**config.mk**
```make
export PLATFORM = sky130hd
export DESIGN_NAME = selective_wake_status_regs
export DESIGN_NICKNAME = d
export VERILOG_FILES = /design/src/wake_status_pkg.sv /design/src/selective_wake_status_regs.sv /design/src/pin_sync_filter.sv /design/src/spi_frame_slave.sv
export SDC_FILE = /design/constraint.sdc
export NUM_CORES = 1
export LEC_CHECK = 0
export BUFFER_PORTS_ARGS = -buffer_cell sky130_fd_sc_hd__buf_2
export CAP_MARGIN = 30
export CELL_PAD_IN_SITES_DETAIL_PLACEMENT = 1
export CELL_PAD_IN_SITES_GLOBAL_PLACEMENT = 2
export CORE_MARGIN = 3
export CORE_UTILIZATION = 33
export CTS_BUF_LIST = sky130_fd_sc_hd__clkbuf_8
export DETAILED_ROUTE_END_ITERATION = 16
export GPL_TIMING_DRIVEN = 0
export PLACE_DENSITY_LB_ADDON = 0.1
export SYNTH_ARGS = -nofsm -noshare
export SYNTH_HDL_FRONTEND = slang
export SYNTH_SLANG_ARGS = --single-unit
```
**constraint.sdc**
```tcl
create_clock -name clk -period 1.9 [get_ports clk]
set_clock_uncertainty 0.1 [all_clocks]
set_input_delay 0.19 -clock clk [delete_from_list [all_inputs] [get_ports clk]]
set_output_delay 0.19 -clock clk [all_outputs]
set_load 0.05 [all_outputs]
```
**src/wake_status_pkg.sv**
```systemverilog
`default_nettype none

// Shared constants for the partial wake status register bank.
package wake_status_pkg;

  ////////////////////////////////////////////////////////////////////////////////
  // Serial frame layout.
  localparam int ADDR_W = 7;
  localparam int DATA_W = 8;
  localparam int RW_BIT = 7;
  localparam logic RW_READ = 1'b0;
  localparam logic [4:0] FRAME_BITS = 5'h10;
  localparam logic [4:0] ADDR_BITS = 5'h08;

  ////////////////////////////////////////////////////////////////////////////////
  // Register offsets.
  localparam logic [ADDR_W-1:0] OFS_PIN_OC = 7'h54;
  localparam logic [ADDR_W-1:0] OFS_PIN_OL = 7'h55;
  localparam logic [ADDR_W-1:0] OFS_PW_STAT = 7'h70;
  localparam logic [ADDR_W-1:0] OFS_PW_ERRCNT = 7'h71;
  localparam logic [ADDR_W-1:0] OFS_AVG_HIGH = 7'h72;
  localparam logic [ADDR_W-1:0] OFS_AVG_LOW = 7'h73;

  ////////////////////////////////////////////////////////////////////////////////
  // Field positions.
  localparam int OC_BIT = 6;
  localparam int OL_BIT = 6;
  localparam int SYNC_BIT = 6;
  localparam int SIL_BIT = 3;
  localparam int ACT_BIT = 2;
  localparam int PATTERN_BIT = 1;
  localparam int WFRAME_BIT = 0;
  localparam int CAN_PW_BIT = 2;

  ////////////////////////////////////////////////////////////////////////////////
  // Widths, limits and values after reset.
  localparam int CNT_W = 6;
  localparam int AVG_W = 12;
  localparam logic [CNT_W-1:0] ERR_LIMIT = 6'h20;
  localparam logic [CNT_W-1:0] ERR_RST = 6'h00;
  localparam logic [DATA_W-1:0] RST_AVG_HIGH = 8'ha0;
  localparam logic [DATA_W-1:0] RST_AVG_LOW = 8'h00;
  localparam logic [2:0] CAN_MODE_RST = 3'h0;
  localparam logic [2:0] CAN_MODE_NO_ACT = 3'h4;

  // Auxiliary pin configuration codes.
  typedef enum logic [1:0] {
    AUX_OFF = 2'h0,
    AUX_LOW_SIDE = 2'h1,
    AUX_HIGH_SIDE = 2'h2,
    AUX_OTHER = 2'h3
  } aux_mode_e;

endpackage

`default_nettype wire

```
**src/selective_wake_status_regs.sv**
```systemverilog
`timescale 1ns/1ps
`default_nettype none

// Functional notes
// - HV measurement holds both level bits zero.
// - Disabled pin feature freezes its level bit.
// - Switch overcurrent sets overcurrent bit six.
// - Overcurrent flag sticky until host read.
// - Open load sets bit six, high-side only.
// - Reserved bits always read zero.
// - Sync bit after clean frame, else zero.
// - Silence bit while limit exceeded, active only.
// - Active needs no error, valid config, mode.
// - Activation only on mode change, not 100.
// - Wake pattern detection sets bit one.
// - Matching wake frame sets bit zero.
// - Six-bit frame error count in bits 5:0.
// - Valid frame decrements nonzero count, active only.
// - Count 32 disables, errors, enables wake.
// - High register shows average bits 11:4.
// - Low register shows bits 3:0 high nibble.
// - Reset values: A0 high, zeros elsewhere.
module selective_wake_status_regs (
  // Clock and reset.
  input wire logic clk,
  input wire logic rst,
  // Host serial port pins.
  input wire logic spi_cs_n,
  input wire logic spi_sclk,
  input wire logic spi_sdi,
  output logic spi_sdo,
  output logic spi_sdo_oe,
  // Wake and auxiliary pin levels, asynchronous.
  input wire logic wake_pin_raw,
  input wire logic aux_pin_raw,
  // Pin feature configuration.
  input wire logic hv_measure_enable,
  input wire logic wake_feature_enable,
  input wire logic aux_feature_enable,
  input wire wake_status_pkg::aux_mode_e aux_mode,
  // Auxiliary switch monitors.
  input wire logic aux_switch_overcurrent,
  input wire logic aux_switch_open_load,
  // Mode control from the control registers.
  input wire logic can_mode_write,
  input wire logic [2:0] can_mode_new,
  input wire logic config_valid_flag,
  input wire logic system_error_clear,
  // Partial wake decoder events.
  input wire logic frame_clean,
  input wire logic frame_valid,
  input wire logic frame_error,
  input wire logic silence_exceeded,
  input wire logic wake_pattern_detect,
  input wire logic wake_frame_detect,
  // Clock recovery filter output.
  input wire logic avg_update,
  input wire logic [wake_status_pkg::AVG_W-1:0] averaged_bit_clocks,
  // Status towards the rest of the device.
  output logic wake_pin_level,
  output logic aux_pin_level,
  output logic partial_wake_active,
  output logic system_error_flag,
  output logic can_wake_capable
);
  import wake_status_pkg::*;

  ////////////////////////////////////////////////////////////////////////////////
  // Declarations.

  logic wake_pin_s, aux_pin_s;
  logic wake_lvl_q, wake_lvl_d, aux_lvl_q, aux_lvl_d;
  logic oc_q, oc_d, ol_q, ol_d;
  logic oc_event, ol_event;
  logic [2:0] mode_q, mode_d;
  logic active_q, active_d, sys_err_q, sys_err_d, wake_cap_q, wake_cap_d;
  logic start, cfg_error, hit_limit;
  logic [CNT_W-1:0] err_q, err_d;
  logic sync_q, sync_d, sil_q, sil_d, pattern_q, pattern_d, wframe_q, wframe_d;
  logic [AVG_W-1:0] avg_q, avg_d;
  logic [ADDR_W-1:0] rd_addr;
  logic rd_strobe, rd_is_read, rd_clear;
  logic [DATA_W-1:0] rd_data;

  ////////////////////////////////////////////////////////////////////////////////
  // Serial frame slave.

  // The slave asks for a register in the cycle after the address byte completes.
  spi_frame_slave u_spi (
    .clk(clk),
    .rst(rst),
    .spi_cs_n(spi_cs_n),
    .spi_sclk(spi_sclk),
    .spi_sdi(spi_sdi),
    .spi_sdo(spi_sdo),
    .spi_sdo_oe(spi_sdo_oe),
    .rd_addr(rd_addr),
    .rd_strobe(rd_strobe),
    .rd_is_read(rd_is_read),
    .rd_data(rd_data)
  );

  // Only a read clears; a write frame is answered with data but changes nothing.
  assign rd_clear = rd_strobe & rd_is_read;

  ////////////////////////////////////////////////////////////////////////////////
  // Pin levels.

  // The pin levels arrive from outside the clock domain.
  pin_sync_filter #(.WIDTH(2), .INIT(2'b00)) u_pin_sync (
    .clk(clk),
    .rst(rst),
    .raw({wake_pin_raw, aux_pin_raw}),
    .clean({wake_pin_s, aux_pin_s})
  );

  // Measurement mode wins over sampling; a disabled feature keeps its last level.
  always_comb begin
    wake_lvl_d = wake_lvl_q;
    aux_lvl_d = aux_lvl_q;
    if (hv_measure_enable) begin
      wake_lvl_d = 1'b0;
      aux_lvl_d = 1'b0;
    end else begin
      if (wake_feature_enable) begin
        wake_lvl_d = wake_pin_s;
      end
      if (aux_feature_enable) begin
        aux_lvl_d = aux_pin_s;
      end
    end
  end

  // Registers only.
  always_ff @(posedge clk) begin
    if (rst) begin
      wake_lvl_q <= 1'b0;
      aux_lvl_q <= 1'b0;
    end else begin
      wake_lvl_q <= wake_lvl_d;
      aux_lvl_q <= aux_lvl_d;
    end
  end

  ////////////////////////////////////////////////////////////////////////////////
  // Auxiliary switch flags.

  // Overcurrent counts in either switch mode, open load only as a high-side switch.
  assign oc_event = aux_switch_overcurrent
                    & ((aux_mode == AUX_LOW_SIDE) | (aux_mode == AUX_HIGH_SIDE));
  assign ol_event = aux_switch_open_load & (aux_mode == AUX_HIGH_SIDE);

  // The set is applied after the clear, so an event in the read cycle survives.
  always_comb begin
    oc_d = oc_q;
    ol_d = ol_q;
    if (rd_clear && rd_addr == OFS_PIN_OC) begin
      oc_d = 1'b0;
    end
    if (rd_clear && rd_addr == OFS_PIN_OL) begin
      ol_d = 1'b0;
    end
    if (oc_event) begin
      oc_d = 1'b1;
    end
    if (ol_event) begin
      ol_d = 1'b1;
    end
  end

  // Registers only.
  always_ff @(posedge clk) begin
    if (rst) begin
      oc_q <= 1'b0;
      ol_q <= 1'b0;
    end else begin
      oc_q <= oc_d;
      ol_q <= ol_d;
    end
  end

  ////////////////////////////////////////////////////////////////////////////////
  // Activation and system error.

  // An overflow is the count stepping from 31 to 32 while active.
  assign hit_limit = active_q & frame_error & ~frame_valid
                     & (err_q == ERR_LIMIT - 6'h01);

  // Activation is only tried on a real mode change into a partial wake mode.
  always_comb begin
    mode_d = mode_q;
    active_d = active_q;
    sys_err_d = sys_err_q;
    wake_cap_d = wake_cap_q;
    start = 1'b0;
    cfg_error = 1'b0;
    if (system_error_clear) begin
      sys_err_d = 1'b0;
    end
    if (can_mode_write) begin
      mode_d = can_mode_new;
      wake_cap_d = 1'b0;
      if (!can_mode_new[CAN_PW_BIT]) begin
        active_d = 1'b0;
      end else if (can_mode_new != mode_q && can_mode_new != CAN_MODE_NO_ACT) begin
        if (!config_valid_flag) begin
          cfg_error = 1'b1;
        end else if (!sys_err_q) begin
          active_d = 1'b1;
          start = 1'b1;
        end
      end
    end
    if (!config_valid_flag) begin
      active_d = 1'b0;
    end
    if (cfg_error) begin
      sys_err_d = 1'b1;
    end
    // Overflow overrides activation, error clear and wake clear in the same cycle; a mode write still stores its code.
    if (hit_limit) begin
      active_d = 1'b0;
      sys_err_d = 1'b1;
      wake_cap_d = 1'b1;
      start = 1'b0;
    end
  end

  // Registers only.
  always_ff @(posedge clk) begin
    if (rst) begin
      mode_q <= CAN_MODE_RST;
      active_q <= 1'b0;
      sys_err_q <= 1'b0;
      wake_cap_q <= 1'b0;
    end else begin
      mode_q <= mode_d;
      active_q <= active_d;
      sys_err_q <= sys_err_d;
      wake_cap_q <= wake_cap_d;
    end
  end

  ////////////////////////////////////////////////////////////////////////////////
  // Frame error counter.

  // An error and a valid frame in the same cycle cancel out.
  always_comb begin
    err_d = err_q;
    if (start) begin
      err_d = ERR_RST;
    end else if (hit_limit) begin
      err_d = ERR_LIMIT;
    end else if (active_q && err_q != ERR_LIMIT) begin
      if (frame_error && !frame_valid) begin
        err_d = err_q + 6'h01;
      end else if (frame_valid && !frame_error && err_q != ERR_RST) begin
        err_d = err_q - 6'h01;
      end
    end
  end

  // Registers only.
  always_ff @(posedge clk) begin
    if (rst) begin
      err_q <= ERR_RST;
    end else begin
      err_q <= err_d;
    end
  end

  ////////////////////////////////////////////////////////////////////////////////
  // Partial wake status flags.

  // Sync and silence only mean something while the function runs.
  always_comb begin
    sync_d = sync_q;
    pattern_d = pattern_q;
    wframe_d = wframe_q;
    sil_d = active_q & silence_exceeded;
    if (!active_q) begin
      sync_d = 1'b0;
    end else if (frame_clean) begin
      sync_d = 1'b1;
    end
    // A fresh activation starts from clean detection flags.
    if (start) begin
      pattern_d = 1'b0;
      wframe_d = 1'b0;
    end
    if (wake_pattern_detect) begin
      pattern_d = 1'b1;
    end
    if (wake_frame_detect) begin
      wframe_d = 1'b1;
    end
  end

  // Registers only.
  always_ff @(posedge clk) begin
    if (rst) begin
      sync_q <= 1'b0;
      sil_q <= 1'b0;
      pattern_q <= 1'b0;
      wframe_q <= 1'b0;
    end else begin
      sync_q <= sync_d;
      sil_q <= sil_d;
      pattern_q <= pattern_d;
      wframe_q <= wframe_d;
    end
  end

  ////////////////////////////////////////////////////////////////////////////////
  // Averaged bit length.

  // Capture the filter word whole so the two halves never tear within one update.
  always_comb begin
    avg_d = avg_q;
    if (avg_update) begin
      avg_d = averaged_bit_clocks;
    end
  end

  // Registers only.
  always_ff @(posedge clk) begin
    if (rst) begin
      avg_q <= {RST_AVG_HIGH, RST_AVG_LOW[DATA_W-1:4]};
    end else begin
      avg_q <= avg_d;
    end
  end

  ////////////////////////////////////////////////////////////////////////////////
  // Read data.

  // Unmapped offsets and reserved positions read as zero.
  always_comb begin
    rd_data = '0;
    unique case (rd_addr)
      OFS_PIN_OC: begin
        rd_data[OC_BIT] = oc_q;
      end
      OFS_PIN_OL: begin
        rd_data[OL_BIT] = ol_q;
      end
      OFS_PW_STAT: begin
        rd_data[SYNC_BIT] = sync_q;
        rd_data[SIL_BIT] = sil_q;
        rd_data[ACT_BIT] = active_q;
        rd_data[PATTERN_BIT] = pattern_q;
        rd_data[WFRAME_BIT] = wframe_q;
      end
      OFS_PW_ERRCNT: begin
        rd_data[CNT_W-1:0] = err_q;
      end
      OFS_AVG_HIGH: begin
        rd_data = avg_q[AVG_W-1:4];
      end
      OFS_AVG_LOW: begin
        rd_data[DATA_W-1:4] = avg_q[3:0];
      end
      default: begin
        rd_data = '0;
      end
    endcase
  end

  ////////////////////////////////////////////////////////////////////////////////
  // Outputs.

  assign wake_pin_level = wake_lvl_q;
  assign aux_pin_level = aux_lvl_q;
  assign partial_wake_active = active_q;
  assign system_error_flag = sys_err_q;
  assign can_wake_capable = wake_cap_q;

endmodule

`default_nettype wire

```
**src/pin_sync_filter.sv**
```systemverilog
`timescale 1ns/1ps
`default_nettype none

// Three-stage synchroniser per bit; output moves only when stages two and three agree.
module pin_sync_filter #(
  parameter int WIDTH = 1,
  parameter logic [WIDTH-1:0] INIT = '0
) (
  // Clock and reset.
  input wire logic clk,
  input wire logic rst,
  // Asynchronous inputs and filtered outputs.
  input wire logic [WIDTH-1:0] raw,
  output logic [WIDTH-1:0] clean
);

  for (genvar i = 0; i < WIDTH; i++) begin : g_bit
    logic s1_q, s2_q, s3_q, out_q, out_d;

    // Stage one feeds only stage two, so metastability never reaches the comparator.
    always_comb begin
      out_d = out_q;
      if (s2_q == s3_q) begin
        out_d = s3_q;
      end
    end

    // Registers only.
    always_ff @(posedge clk) begin
      if (rst) begin
        s1_q <= INIT[i];
        s2_q <= INIT[i];
        s3_q <= INIT[i];
        out_q <= INIT[i];
      end else begin
        s1_q <= raw[i];
        s2_q <= s1_q;
        s3_q <= s2_q;
        out_q <= out_d;
      end
    end

    assign clean[i] = out_q;
  end

endmodule

`default_nettype wire

```
**src/spi_frame_slave.sv**
```systemverilog
`timescale 1ns/1ps
`default_nettype none

// Sixteen-bit serial frame slave: address byte in, read data out in the second byte.
module spi_frame_slave (
  // Clock and reset.
  input wire logic clk,
  input wire logic rst,
  // Serial pins.
  input wire logic spi_cs_n,
  input wire logic spi_sclk,
  input wire logic spi_sdi,
  output logic spi_sdo,
  output logic spi_sdo_oe,
  // Register read port.
  output logic [wake_status_pkg::ADDR_W-1:0] rd_addr,
  output logic rd_strobe,
  output logic rd_is_read,
  input wire logic [wake_status_pkg::DATA_W-1:0] rd_data
);
  import wake_status_pkg::*;

  logic cs_n_s, sclk_s, sdi_s;
  logic sclk_prev_q, strobe_q, strobe_d, sdo_q, sdo_d, rise, fall;
  logic [4:0] cnt_q, cnt_d;
  logic [DATA_W-1:0] in_q, in_d, out_q, out_d;

  // Pins come from the host's domain and are filtered before use.
  pin_sync_filter #(.WIDTH(3), .INIT(3'b100)) u_sync (
    .clk(clk),
    .rst(rst),
    .raw({spi_cs_n, spi_sclk, spi_sdi}),
    .clean({cs_n_s, sclk_s, sdi_s})
  );

  assign rise = sclk_s & ~sclk_prev_q & ~cs_n_s;
  assign fall = ~sclk_s & sclk_prev_q & ~cs_n_s;

  // Shift in on rising edges, shift out on falling edges, least significant bit first.
  always_comb begin
    cnt_d = cnt_q;
    in_d = in_q;
    out_d = out_q;
    sdo_d = sdo_q;
    strobe_d = 1'b0;
    if (cs_n_s) begin
      cnt_d = '0;
      out_d = '0;
      sdo_d = 1'b0;
    end else begin
      if (rise && cnt_q < FRAME_BITS) begin
        in_d = {sdi_s, in_q[DATA_W-1:1]};
        cnt_d = cnt_q + 5'h01;
        strobe_d = (cnt_q == ADDR_BITS - 5'h01);
      end
      if (strobe_q) begin
        out_d = rd_data;
      end else if (fall && cnt_q >= ADDR_BITS) begin
        sdo_d = out_q[0];
        out_d = {1'b0, out_q[DATA_W-1:1]};
      end
    end
  end

  // Registers only.
  always_ff @(posedge clk) begin
    if (rst) begin
      sclk_prev_q <= 1'b0;
      strobe_q <= 1'b0;
      sdo_q <= 1'b0;
      cnt_q <= '0;
      in_q <= '0;
      out_q <= '0;
    end else begin
      sclk_prev_q <= sclk_s;
      strobe_q <= strobe_d;
      sdo_q <= sdo_d;
      cnt_q <= cnt_d;
      in_q <= in_d;
      out_q <= out_d;
    end
  end

  assign rd_strobe = strobe_q;
  assign rd_addr = in_q[ADDR_W-1:0];
  assign rd_is_read = (in_q[RW_BIT] == RW_READ);
  assign spi_sdo = sdo_q;
  assign spi_sdo_oe = ~cs_n_s;

endmodule

`default_nettype wire

```
==> metrics.log <==
INFO  metric run_status = complete, but fails checks
INFO  metric failing_checks = negative setup slack
INFO  metric synth_top_area_frac = 0.464
INFO  metric post_drt_via_cell_ratio = 4.80
INFO  metric yosysMostFrequentCell = sky130_fd_sc_hd__dfxtp_1
INFO  metric firstDrtPassIters = 4
INFO  metric p_sw = ~760 µW
INFO  metric syn_inst = 364
INFO  metric number_of_antenna_violations_at_the_first_check_in_global_routing = 0
INFO  metric post_synth.cell_area_avg = between 9 and 10 µm²
INFO  metric first_iter_violations = 41
INFO  metric global_route_wire_length_before_repair = 14100 µm
INFO  metric xor_xnor_cell_area_share_of_the_yosys_netlist = 0.0214
INFO  metric dominantRegCellSynth = sky130_fd_sc_hd__dfxtp_1
INFO  metric crit_path_max_fanout = 5
INFO  metric setup-tns-final = -0.0211 ns
INFO  metric dieHeight = about 110 µm
INFO  metric clock_sinks = 76
INFO  metric power.combinational.fraction = 0.084
INFO  metric critical_path.reg2reg.startpoint = err_q[3]
INFO  metric port_buffers = 44
INFO  metric synth_top_family_by_area = simple AND/OR/NAND/NOR gates
INFO  metric share_clk_of_total_power = 0.420
INFO  metric area_of_the_die = 11200 µm²
INFO  metric hold_viol = 0
INFO  metric tritoncts = built
INFO  metric p_sw_frac = 0.227
INFO  metric post-route-worst-setup-slack = -0.0211 ns
INFO  metric start_util = 0.347
INFO  metric grt_start_max_net_pins = 15
INFO  metric clock_latency = 0.34 ns
INFO  metric syn_nets = 411
INFO  metric synth_compound_gate_area_share = 0.138
INFO  metric multi_input_comb_area = 1720 µm²
INFO  metric period_share = 1.01
INFO  metric max-clock-path-buffers = 2
INFO  metric yosysWarningCount = 0
INFO  metric post_synth_and_or_nand_nor_area_fraction = 0.202
INFO  metric synth_adder_area_share = 0.0328
INFO  metric core-area = 9460 µm²
INFO  metric powerDensity = 791 nW/µm²
INFO  metric layout.core_utilization = 0.448
INFO  metric vdd.ir_drop.worst = 0.338 mV
INFO  metric worst-slew-pin-transition = 0.651 ns
INFO  metric cellLeakagePower = 0.00168 µW
INFO  metric avgRoutedWirePerCell = 14.5 µm
INFO  metric critical_path_required = between 2 and 2.5 ns
INFO  metric grt_setup_unrepaired = true
INFO  metric clk_pin_slew_worst_paths = 0.08 ns
INFO  metric setup.worst_path.start = err_q[3]
INFO  metric layout-drive-gt1-share = 0.226
INFO  metric clock.fmax = ~520 MHz
INFO  metric syn_to_final_growth = 29.1%
INFO  metric n_fill_cell = 1132
INFO  metric worst_setup_path_end_kind = flip-flop
INFO  metric routed_wl = about 8300 µm
INFO  metric fin_hold_ws = 0.00829 ns
INFO  metric drt_drc_violations_left = 0
INFO  metric synthDominantAreaCellType = sky130_fd_sc_hd__dfxtp_1
INFO  metric timing.slew.headroom = 0.566
INFO  metric die_w = 106 µm
INFO  metric cp_class = flip-flop to flip-flop
INFO  metric ys_async_sr_fraction = 0
INFO  metric min-delay-path-class = primary input to flip-flop
INFO  metric synthTopCellsByArea = sky130_fd_sc_hd__dfxtp_1, sky130_fd_sc_hd__mux2i_1, sky130_fd_sc_hd__nor2_1
INFO  metric crit_arrival = ~2.1 ns
INFO  metric ant_nets = 0
INFO  metric gp_routability_congestion = 0.727
INFO  metric diodes = 0
INFO  metric crit_end = err_q[5]
INFO  metric numCtsBuffers = 9
INFO  metric dr_total_vias = 2762
INFO  metric yosysSeqAreaShare = 0.464
INFO  metric synth_edf_count = 0
INFO  metric setup_viol_count_final = 1
INFO  metric startpoint_class_of_the_critical_path = flip-flop
INFO  metric i_o_pin_total = 46
INFO  metric reg2reg_setup_slack = -0.02 ns
INFO  metric hpwl = 6040 µm
INFO  metric worstRegToRegCells = 6
INFO  metric synth.mux.area_fraction = 0.0988
INFO  metric synth-seq-cells = 76
INFO  metric netlist_area = approximately 3300 µm²
INFO  metric placement_rows = 35
INFO  metric global_route.overflow_total = 0
INFO  metric post_synth_num_cell_types = 50
INFO  metric htree_levels = 3
INFO  metric cap_viol_max_count = 0
INFO  metric timing.final.crit_period = 1.92 ns
INFO  metric seqCellArea = ~1500 µm²
INFO  metric seq_power_share = 0.496
INFO  metric slew_violations = 0
INFO  metric pre_cts_slack = -0.286 ns
INFO  metric nNetsFinal = 488
INFO  metric synth_commonest_cells = sky130_fd_sc_hd__dfxtp_1, sky130_fd_sc_hd__nor2_1, sky130_fd_sc_hd__a21oi_1
INFO  metric first_global_vias = 2881
INFO  metric clk_root_buffer_cell = sky130_fd_sc_hd__clkbuf_8
INFO  metric timing.rr.end = err_q[5]
INFO  metric cellInternalPower = 2590 µW
INFO  metric grt_util_all_layers = 0.157
## power by group through the flow
stage	clock (µW)	sequential, µW	combinational, µW
floorplan	0	1700	145
global placement	0	1700	234
detailed placement	0	1700	241
CTS	1450	1660	280
global route	1520	1670	318
finish	1410	1660	282
## cell type report
cell class / count / share of cell area
repair buffers: 67 / 0.103
flip-flops and latches: 76 / 0.363
inverters: 17 / 0.0151
well taps: 129 / 0.0381
multi-input cells: 253 / 0.407
clock inverters: 5 / 0.0198
plain buffers: 17 / 0.0186
clock buffers: 11 / 0.0358
## registers in the layout, indices dropped and copies added (netlist names), 5 cells and up
name / flops
avg_q: 12
u_spi.in_q: 8
u_spi.out_q: 8
err_q: 6
u_spi.cnt_q: 5
## layer usage
metal	GRT usage	up-vias	routed length [µm]
met3	0.0367	5	242
met2	0.269	39	4050
met1	0.202	1315	4010
li1	-	1403	-
met5	0	-	0
met4	0.0333	0	34
## repair_timing
item	4_1_cts	5_1_grt
pin swaps	10	3
gates resized for setup	16	9
setup buffers	6	0
endpoints found under the hold margin	17	1
hold buffers	16	1
endpoints found under the setup margin	3	16
## how the worst min path moves through the flow
stage	from	endpoint	depth (start not counted)	slack (ns)
2_1_floorplan	hv_measure_enable	aux_pin_level	1	0.17
3_3_place_gp	hv_measure_enable	aux_pin_level	2	0.27
3_5_place_dp	hv_measure_enable	aux_pin_level	2	0.27
4_1_cts	averaged_bit_clocks[0]	avg_q[0]	3	0.002
5_1_grt	averaged_bit_clocks[0]	avg_q[0]	3	0.009
6_report	averaged_bit_clocks[1]	avg_q[1]	3	0.008
## per-stage QoR
stage / cell area, µm² / power [µW] / std cells
3_3_place_gp: 3690 / 1930 / 537
2_1_floorplan: 3310 / 1840 / 364
3_5_place_dp: 3690 / 1940 / 537
6_report: 4230 / 3350 / 575
5_1_grt: 4230 / 3510 / 575
4_1_cts: 4200 / 3390 / 575
## logic make-up after synthesis
kind of cell	Yosys count
adder cells (fa/ha/maj)	8
flip-flops	76
AND/OR/NAND/NOR	132
buffers and inverters	35
multiplexers	32
AO/OA/AOI/OAI	73
XOR/XNOR	8
## cell usage in the layout (no fill, tap or decap), drive strengths merged, types with 7 or more instances in the layout
| cell type | netlist | routed |
|---|---|---|
| nor2b | 18 | 18 |
| clkbuf | 11 | 22 |
| buf | 7 | 56 |
| mux2i | 29 | 29 |
| a21oi | 34 | 34 |
| o21ai | 15 | 15 |
| dlygate4sd3 | 0 | 17 |
| inv | 17 | 17 |
| ha | 7 | 7 |
| dfxtp | 76 | 76 |
| nand2 | 28 | 28 |
| nor2 | 48 | 48 |
## critical path: stages (launching register included)
cell and delay [ns]:
sky130_fd_sc_hd__dfxtp_4 0.37, sky130_fd_sc_hd__ha_4 0.23, sky130_fd_sc_hd__or4_4 0.53, sky130_fd_sc_hd__o311ai_4 0.10, sky130_fd_sc_hd__nor4_2 0.09, sky130_fd_sc_hd__mux2_1 0.33, sky130_fd_sc_hd__nor2_1 0.11
(Power assumes the default switching activity.)
